### config.mk
export PLATFORM = sky130hd
export DESIGN_NAME = main_path_nco_mod_control
export DESIGN_NICKNAME = d
export VERILOG_FILES = /design/src/mod_ctrl_pkg.sv /design/src/dac_mod_ctrl.sv /design/src/main_path_nco_mod_control.sv
export VERILOG_INCLUDE_DIRS = /design/src
export SDC_FILE = /design/constraint.sdc
export NUM_CORES = 1
export LEC_CHECK = 0
export ABC_CLOCK_PERIOD_IN_PS = 1400
export BUFFER_PORTS_ARGS = -buffer_cell sky130_fd_sc_hd__buf_2
export CAP_MARGIN = 20
export CORE_AREA = 8 8 54 56
export CTS_CLUSTER_DIAMETER = 120
export CTS_CLUSTER_SIZE = 16
export DETAILED_ROUTE_END_ITERATION = 10
export DIE_AREA = 0 0 62 64
export HOLD_SLACK_MARGIN = 0.05
export PLACE_DENSITY = 0.78
export SLEW_MARGIN = 20
export SYNTH_ARGS = -nofsm -noshare
export SYNTH_HDL_FRONTEND = slang
export SYNTH_SLANG_ARGS = --single-unit
### constraint.sdc
create_clock -name sys_clk_in -period 1.4 [get_ports sys_clk_in]
set_input_delay 0.21 -clock sys_clk_in [delete_from_list [all_inputs] [get_ports sys_clk_in]]
set_output_delay 0.21 -clock sys_clk_in [all_outputs]
set_load 0.01 [all_outputs]
### src/mod_ctrl_cfg.svh
// Register offsets, field positions, reset values for the main path
// modulator control bank. Definitions only; included by bare name.
`ifndef MOD_CTRL_CFG_SVH
`define MOD_CTRL_CFG_SVH

// ==========================================================
// Register offsets (12-bit register address space)
`define PAGE_ADDR 12'h008
`define CFG_ADDR 12'h112
`define UPD_ADDR 12'h113
`define TUNING_MSB_ADDR 12'h118

// ==========================================================
// Field positions
`define PAGE_DAC0_BIT 0
`define PAGE_DAC1_BIT 1
`define OSC_EN_BIT 3
`define MODULUS_EN_BIT 2
`define SIDEBAND_BIT 1
`define REQ_MODE_BIT 2
`define LOAD_REQ_BIT 0

// ==========================================================
// Reset values
`define PAGE_RST 2'h1
`define OSC_EN_RST 1'h0
`define MODULUS_EN_RST 1'h0
`define SIDEBAND_RST 1'h0
`define REQ_MODE_RST 1'h0

`endif

### src/mod_ctrl_pkg.sv
// Types shared by the modulator control bank and its per-DAC copies.
// Assumes the offsets and reset values come from mod_ctrl_cfg.svh.
package mod_ctrl_pkg;

  // ==========================================================
  // Sideband choice; upper is the power-on choice
  typedef enum logic {
    SIDEBAND_UPPER = 1'b0,
    SIDEBAND_LOWER = 1'b1
  } sideband_e;

  // ==========================================================
  // Controls held per main DAC
  typedef struct packed {
    logic main_path_osc_enable;
    logic modulus_enable;
    sideband_e sideband_select;
    logic tuning_load_request_mode;
  } mod_ctrl_s;

  typedef logic [1:0] page_t;
  typedef logic [7:0] byte_t;
  typedef logic [11:0] addr_t;

endpackage

### src/dac_mod_ctrl.sv
// One main DAC's copy of the modulator controls plus its load request.
// Assumes the bank above decodes strobes; this copy gates them by its page bit.
`timescale 1ns/1ps
`include "mod_ctrl_cfg.svh"

module dac_mod_ctrl (
  input wire logic sys_clk_in, // Digital clock
  input wire logic reset_in, // Sync reset, active high
  input wire logic sel_in, // This DAC is paged in
  input wire logic cfg_wr_in, // Config register write
  input wire logic upd_wr_in, // Update register write
  input wire logic tuning_msb_wr_in, // Tuning word top byte written
  input wire mod_ctrl_pkg::byte_t wr_data_in, // Write data
  output mod_ctrl_pkg::mod_ctrl_s ctrl_out, // Held controls
  output logic load_req_out // One-cycle load request
);

  // One flop per field, so each process owns everything it writes
  logic osc_en_r;
  logic modulus_en_r;
  mod_ctrl_pkg::sideband_e sideband_r;
  logic req_mode_r;
  logic load_req_r;

  // ==========================================================
  // Config fields; only the paged copy takes a write
  always_ff @(posedge sys_clk_in) begin
    if (reset_in) begin
      osc_en_r <= `OSC_EN_RST;
      modulus_en_r <= `MODULUS_EN_RST;
      sideband_r <= mod_ctrl_pkg::SIDEBAND_UPPER;
    end else if (sel_in && cfg_wr_in) begin
      osc_en_r <= wr_data_in[`OSC_EN_BIT];
      modulus_en_r <= wr_data_in[`MODULUS_EN_BIT];
      sideband_r <= mod_ctrl_pkg::sideband_e'(wr_data_in[`SIDEBAND_BIT]);
    end
  end

  // Request mode lives in the update register
  always_ff @(posedge sys_clk_in) begin
    if (reset_in) begin
      req_mode_r <= `REQ_MODE_RST;
    end else if (sel_in && upd_wr_in) begin
      req_mode_r <= wr_data_in[`REQ_MODE_BIT];
    end
  end

  // ==========================================================
  // Load request: manual write of the request bit, or automatic
  // on the top tuning byte when request mode is set
  always_ff @(posedge sys_clk_in) begin
    if (reset_in) begin
      load_req_r <= 1'b0;
    end else begin
      load_req_r <= sel_in && ((upd_wr_in && wr_data_in[`LOAD_REQ_BIT]) ||
        (tuning_msb_wr_in && req_mode_r));
    end
  end

  assign ctrl_out = '{
    main_path_osc_enable: osc_en_r,
    modulus_enable: modulus_en_r,
    sideband_select: sideband_r,
    tuning_load_request_mode: req_mode_r
  };
  assign load_req_out = load_req_r;

endmodule

### src/main_path_nco_mod_control.sv
// Main path modulator control bank for a dual main DAC datapath.
// Assumes a plain register port master on the same clock, and that
// reset_in is the digital datapath reset, held until clocks are stable.
//
// The register addresses and the address-and-strobe port were chosen for this implementation.
`timescale 1ns/1ps
`include "mod_ctrl_cfg.svh"

module main_path_nco_mod_control (
  input wire logic sys_clk_in, // 250 MHz digital clock
  input wire logic reset_in, // Sync reset, active high
  input wire mod_ctrl_pkg::addr_t addr_in, // Register address
  input wire mod_ctrl_pkg::byte_t wr_data_in, // Register write data
  input wire logic wr_en_in, // Write strobe, one cycle
  input wire logic rd_en_in, // Read strobe, one cycle
  output mod_ctrl_pkg::byte_t rd_data_out, // Read data, next cycle
  output mod_ctrl_pkg::page_t page_sel_out, // Current page field
  output mod_ctrl_pkg::mod_ctrl_s dac0_ctrl_out, // DAC0 controls
  output mod_ctrl_pkg::mod_ctrl_s dac1_ctrl_out, // DAC1 controls
  output logic dac0_load_req_out, // DAC0 tuning load pulse
  output logic dac1_load_req_out // DAC1 tuning load pulse
);

  // ==========================================================
  // Strobe decode
  logic page_wr;
  logic cfg_wr;
  logic upd_wr;
  logic msb_wr;
  mod_ctrl_pkg::page_t page_r;
  mod_ctrl_pkg::byte_t rd_data_r;
  mod_ctrl_pkg::byte_t rd_mux;
  mod_ctrl_pkg::mod_ctrl_s rd_ctrl;

  // Address decode as a priority chain; all targets are exclusive
  always_comb begin
    page_wr = 1'b0;
    cfg_wr = 1'b0;
    upd_wr = 1'b0;
    msb_wr = 1'b0;
    if (!wr_en_in) begin
      page_wr = 1'b0;
    end else if (addr_in == `PAGE_ADDR) begin
      page_wr = 1'b1;
    end else if (addr_in == `CFG_ADDR) begin
      cfg_wr = 1'b1;
    end else if (addr_in == `UPD_ADDR) begin
      upd_wr = 1'b1;
    end else if (addr_in == `TUNING_MSB_ADDR) begin
      msb_wr = 1'b1; // Word itself is stored elsewhere
    end
  end

  // ==========================================================
  // Page field; both bits set writes both copies at once
  always_ff @(posedge sys_clk_in) begin
    if (reset_in) begin
      page_r <= `PAGE_RST;
    end else if (page_wr) begin
      page_r <= wr_data_in[1:0];
    end
  end

  // ==========================================================
  // Per-DAC copies
  dac_mod_ctrl u_dac0 (
    .sys_clk_in(sys_clk_in),
    .reset_in(reset_in),
    .sel_in(page_r[`PAGE_DAC0_BIT]),
    .cfg_wr_in(cfg_wr),
    .upd_wr_in(upd_wr),
    .tuning_msb_wr_in(msb_wr),
    .wr_data_in(wr_data_in),
    .ctrl_out(dac0_ctrl_out),
    .load_req_out(dac0_load_req_out)
  );

  dac_mod_ctrl u_dac1 (
    .sys_clk_in(sys_clk_in),
    .reset_in(reset_in),
    .sel_in(page_r[`PAGE_DAC1_BIT]),
    .cfg_wr_in(cfg_wr),
    .upd_wr_in(upd_wr),
    .tuning_msb_wr_in(msb_wr),
    .wr_data_in(wr_data_in),
    .ctrl_out(dac1_ctrl_out),
    .load_req_out(dac1_load_req_out)
  );

  // ==========================================================
  // Read-back; with both pages set the DAC0 copy is shown,
  // since one byte cannot show two copies
  always_comb begin
    rd_ctrl = page_r[`PAGE_DAC0_BIT] ? dac0_ctrl_out : dac1_ctrl_out;
    rd_mux = 8'h00;
    if (addr_in == `PAGE_ADDR) begin
      rd_mux[1:0] = page_r;
    end else if (addr_in == `CFG_ADDR) begin
      rd_mux[`OSC_EN_BIT] = rd_ctrl.main_path_osc_enable;
      rd_mux[`MODULUS_EN_BIT] = rd_ctrl.modulus_enable;
      rd_mux[`SIDEBAND_BIT] = rd_ctrl.sideband_select;
    end else if (addr_in == `UPD_ADDR) begin
      rd_mux[`REQ_MODE_BIT] = rd_ctrl.tuning_load_request_mode;
    end
  end

  // Data stand only in the cycle after the read strobe
  always_ff @(posedge sys_clk_in) begin
    if (reset_in) begin
      rd_data_r <= 8'h00;
    end else if (rd_en_in) begin
      rd_data_r <= rd_mux;
    end else begin
      rd_data_r <= 8'h00;
    end
  end

  assign rd_data_out = rd_data_r;
  assign page_sel_out = page_r;
endmodule

Word-level counts from Yosys, hierarchy flattened --
Index checks and enable logic that the tools add are counted.
Storage, ports and cells: register bits 20, input port bits 24, word-level logic and storage cells 57
Operators by class: equal/unequal tests 4, muxes and demuxes 19, bitwise logic cells 3, reductions and logical operators 15
Operators by type and width (number):
- 12-bit by 9-bit == test with 1-bit output, second input constant | 3
- 1-bit 2-to-1 mux | 18
- 12-bit by 4-bit == test with 1-bit output, second input constant | 1
- 1-bit logical AND | 9
- 3-bit OR reduction | 2
- 4-bit 2-to-1 mux | 1
- 4-bit OR reduction | 1
- 1-bit NOT | 3
- 1-bit logical OR | 2
- 2-bit OR reduction | 1

Depth between registers and ports, before layout --
depth after elaboration 9, mapped depth 5, mapped depth without buffers 4

Modules after synthesis --
Synthesis repeated with hierarchy kept, for this count alone.
Unflattened totals: cell total of the unflattened synthesis 89, area, all modules 887.1 um^2
By module, submodules not included:
- dac_mod_ctrl | times used 2, cells an instance 24, area each 241.5 um^2
- main_path_nco_mod_control | times used 1, cells an instance 41, area each 404.1 um^2

Worst setup path after synthesis --
No wires, ideal clock.
path kind in2reg, start point input addr_in[5], end point register u_dac1.modulus_en_r, setup time 0.129 ns, data arrival time 1.151 ns, data required time 1.271 ns, path slack 0.121 ns, stages on the path 5, path buffers 1, cell sequence nor4_4 -> and4_1 -> buf_4 -> mux2i_1 -> nor2_1
On the way: cells in the longest elaborated chain, start to end 5, elaborated cells between the ends (all ways) 6, classes of those cells 2 x eq/ne; 3 x mux; 1 x reduce/logical
Ends and longest elaborated chain:
- start: declaration | RTL line main_path_nco_mod_control.sv:12 | input wire mod_ctrl_pkg::addr_t addr_in,
- 12-bit by 9-bit == test with 1-bit output (no line)
- 1-bit 2-to-1 mux | RTL line main_path_nco_mod_control.sv:45 | end else if (addr_in == `CFG_ADDR) begin
- 1-bit 2-to-1 mux * | RTL line main_path_nco_mod_control.sv:43 | end else if (addr_in == `PAGE_ADDR) begin
- 1-bit 2-to-1 mux * | RTL line main_path_nco_mod_control.sv:41 | if (!wr_en_in) begin
- 1-bit logical AND * | RTL line dac_mod_ctrl.sv:32 | end else if (sel_in && cfg_wr_in) begin
- end signal: assignment | RTL line dac_mod_ctrl.sv:30 | modulus_en_r <= `MODULUS_EN_RST;
- end signal: assignment | RTL line dac_mod_ctrl.sv:34 | modulus_en_r <= wr_data_in[`MODULUS_EN_BIT];
- end: declaration | RTL line dac_mod_ctrl.sv:20 | logic modulus_en_r;
Mark *: on every way between the ends. The rest lies on a longest branch, timed or not. A chain may end at the register's enable or synchronous reset.

Worst setup path after layout --
start point register page_r[1] (netlist: page_sel_out[1]), end point register u_dac1.sideband_r
On the way: cells in the longest elaborated chain, start to end 1
Ends and longest elaborated chain:
- start: declaration | RTL line main_path_nco_mod_control.sv:30 | mod_ctrl_pkg::page_t page_r;
- start signal: assignment | RTL line main_path_nco_mod_control.sv:58 | page_r <= `PAGE_RST;
- start signal: assignment | RTL line main_path_nco_mod_control.sv:60 | page_r <= wr_data_in[1:0];
- 1-bit logical AND | RTL line dac_mod_ctrl.sv:32
- end signal: assignment | RTL line dac_mod_ctrl.sv:31 | sideband_r <= mod_ctrl_pkg::SIDEBAND_UPPER;
- end signal: assignment | RTL line dac_mod_ctrl.sv:35 | sideband_r <= mod_ctrl_pkg::sideband_e'(wr_data_in[`SIDEBAND_BIT]);
- end: declaration | RTL line dac_mod_ctrl.sv:21 | mod_ctrl_pkg::sideband_e sideband_r;
Every way passes these cells.

==> results.py <==
metrics = {
    "die": {
        "die_y_um": 64,
        "pin_count": 44,
        "dieArea_um2": 3968,
        "num_rows": 17,
        "core_area_um2": 2106,
        "initial_core_util": 0.4159,
        "die_x_um": 62,
    },
    "global_routing": {
        "grt_max_degree": 15,
        "overflow": 0,
        "grt_usage": 0.1132,
        "grt_pass1_wl_mm": 3.470,
        "antenna_found_initial": 0,
        "grt_pass1_vias": 807,
    },
    "place": {
        "place_congestion": 0.7990,
        "port_buffers": 35,
        "dpl.hpwl_mm": 1.736,
        "preCtsSetupSlack_ps": -24.33,
    },
    "synthesis": {
        "synth_common_cells": "dfxtp_1, buf_4, mux2i_1, nor2_1",
        "synthFlopType": "dfxtp_1",
        "synthesis.area_um2": 875.8,
        "post_synth.cell_area_avg_um2": 9.520,
        "synth.most_common_cell": "dfxtp_1",
        "ys_top_cells_by_area": "dfxtp_1, buf_4, mux2i_1, nor2_1, nand4_1",
        "ys_async_sr_fraction": 0,
        "synthDistinctLibCells": 29,
        "synth_area_leader_cell": "dfxtp_1",
        "yosysTopAreaCellShare": 0.3657,
        "synth_edf_count": 0,
        "ys.warnings.count": 0,
        "syn-instance-count": 92,
        "yosysSeqAreaShare": 0.3657,
        "synth-seq-cells": 16,
    },
    "detailed_routing": {
        "drt_iter0_drc": 7,
        "wl_per_cell_um": 13.49,
        "ant_nets": 0,
        "vias": 746,
        "first_pass_iters": 4,
        "routed_wl_mm": 2.064,
        "drt-vias-per-instance": 4.876,
        "drcViolationCount": 0,
    },
    "pwr": {
        "p_leak_nw": 0.5491,
        "power_density_nw_per_um2": 779.7,
        "pwr-share-clk": 0.363,
        "p_switching_mw": 0.1862,
        "comb_power_share": 0.094,
        "ir_worst_vdd_mv": 0.6351,
        "intPower_mw": 0.6508,
        "p_seq_frac": 0.543,
        "swShare": 0.2225,
    },
    "clock_network": {
        "cts_tree": "built",
        "clk_path_buf_depth": 2,
        "cts.sinks": 16,
        "cts_setup_buffers": 0,
        "cts.htree.levels": 1,
        "insertion_delay_ps": 290,
        "holdBufCountCts": 0,
        "root_buffer": "clkbuf_4",
        "clkTransAtPathRegs_ps": 90,
        "cts_buffers": 3,
        "post_cts_resize_count": 0,
    },
    "worst_setup_path": {
        "worst_path_max_delay_cell": "dfxtp_1",
        "rr_worst_depth": 4,
        "cpPeakStageDelay_ps": 330,
        "arrival_ps": 1350,
        "path_max_fanout": 3,
        "crit_type": "reg -> reg",
        "cp-end-kind": "flip-flop",
        "crit_path_start": "page_sel_out[1]$_SDFFE_PP0P_",
        "reg2reg_setup_slack_ps": 240,
        "cp_data_required_time_ps": 1590,
        "r2r_start": "page_sel_out[1]$_SDFFE_PP0P_",
        "startpoint_type": "flip-flop",
        "r2r_end": "u_dac1.sideband_r$_SDFFE_PP0P_",
        "path_cells": "and3b_1 -> and4_1 -> mux2i_1 -> nor2_1",
    },
    "run": {
        "drv_cap": 0,
    },
    "sta": {
        "fin_skew_ps": 3.782,
        "rsz0062_at_grt": "false",
        "finalHoldViolations": 0,
        "worst_slack_ps": 236.9,
        "setup_viol": 0,
        "fmax_ghz": 0.8598,
        "min_period_ps": 1163,
        "finalMaxSlewViolations": 0,
        "timing.final.crit_share": 0.8308,
    },
    "final_layout": {
        "fin_util": 0.5098,
        "antenna_cells": 0,
        "area_delta_synth_final_pct": 22.57,
        "layout-drive-gt1-share": 0.4400,
        "finalNetCount": 150,
    },
    "status": {
        "status": "complete, no violations",
    },
    "hold_path": {
        "min_to": "u_dac0.osc_en_r$_SDFFE_PP0P_",
        "hp-start": "wr_data_in[3]",
        "hp-class": "in -> reg",
        "hold_depth": 3,
    },
}
## worst max path at each step
stage | slack (ps) | end
finish | 240 | u_dac1.sideband_r$_SDFFE_PP0P_
detailed placement | -20 | u_dac0.load_req_out$_SDFF_PP0_
global route | 160 | u_dac1.osc_en_r$_SDFFE_PP0P_
floorplan | 120 | u_dac1.modulus_en_r$_SDFFE_PP0P_
CTS | 230 | u_dac1.sideband_r$_SDFFE_PP0P_
global placement | 2 | u_dac1.modulus_en_r$_SDFFE_PP0P_
## per-layer routing
layer / wire length [um] / vias to the layer above / share of wire / global-route usage
li1: - / 377 / - / -
met1: 807 / 341 / 0.39 / 0.1187
met2: 1057 / 26 / 0.51 / 0.1953
met3: 184 / 2 / 0.089 / 0.05200
met4: 14 / 0 / 0.0068 / 0.02849
met5: 0 / - / 0 / 0
## per-stage QoR
| stage | instance area [um^2] | instances | power, mW | TNS, ps | hold slack (ps) |
|---|---|---|---|---|---|
| after floorplan | 887.1 | 95 | 0.5013 | 0 | 353.9 |
| after global placement | 1037 | 149 | 0.5418 | 0 | 457.3 |
| after detailed placement | 1037 | 149 | 0.5444 | -28.21 | 469.6 |
| after CTS | 1074 | 153 | 0.8408 | 0 | 165.6 |
| after global routing | 1074 | 153 | 0.8669 | 0 | 197.4 |
| final | 1074 | 153 | 0.8370 | 0 | 169.6 |
## final cells by class
class / instances / area [um^2]
clock buffers: 4 / 36.28
well taps: 28 / 35.03
multi-input cells: 61 / 442.9
fillers: 212 / 1032
repair buffers: 43 / 235.2
inverters: 1 / 3.754
flip-flops and latches: 16 / 320.3
## layout by cell type, fill, tap and decap left out, drive strengths merged
master and n:
a211oi 1, and2 2, and4 1, inv 1, nor3 3, buf 43
and3b 2, nor3b 2, and3 3, mux2i 10, and4bb 2, clkbuf 4
nand2 1, dfxtp 16, nand3 5, or3b 1, a21oi 3, mux4 1
nor2 10, nand2b 1, conb 4, nor2b 1, nor4 2, nand4 5
mux2 1
## kinds of logic after synthesis
group | count (synthesis) | share of synthesized area
other | 1 | 0.004282
buffers and inverters | 18 | 0.1414
AO/OA/AOI/OAI | 4 | 0.03142
AND/OR/NAND/NOR | 41 | 0.3043
flip-flops | 16 | 0.3657
multiplexers | 12 | 0.1529
## worst max-delay path, delay by kind of cell (launching register included)
kind / cells / cell delay [ps]
multiplexers: 1 / 210
flip-flops: 1 / 330
AND/OR/NAND/NOR: 3 / 520
## power by group through the flow
| stage | Sequential [mW] | Combinational, mW | Clock (mW) |
|---|---|---|---|
| 2_1_floorplan | 0.465 | 0.0360 | 0 |
| 3_3_place_gp | 0.465 | 0.0764 | 0 |
| 3_5_place_dp | 0.465 | 0.0790 | 0 |
| 4_1_cts | 0.455 | 0.0791 | 0.307 |
| 5_1_grt | 0.455 | 0.0881 | 0.324 |
| 6_report | 0.455 | 0.0788 | 0.303 |
## state kept, by name, indices dropped and copies added, names as in the netlist
signal / flops
page_sel_out: 2
rd_data_out: 4
u_dac0.load_req_out: 1
u_dac0.modulus_en_r: 1
u_dac0.osc_en_r: 1
u_dac0.req_mode_r: 1
u_dac0.sideband_r: 1
u_dac1.load_req_out: 1
u_dac1.modulus_en_r: 1
u_dac1.osc_en_r: 1
u_dac1.req_mode_r: 1
u_dac1.sideband_r: 1
Power figures use the tool's default switching activity.
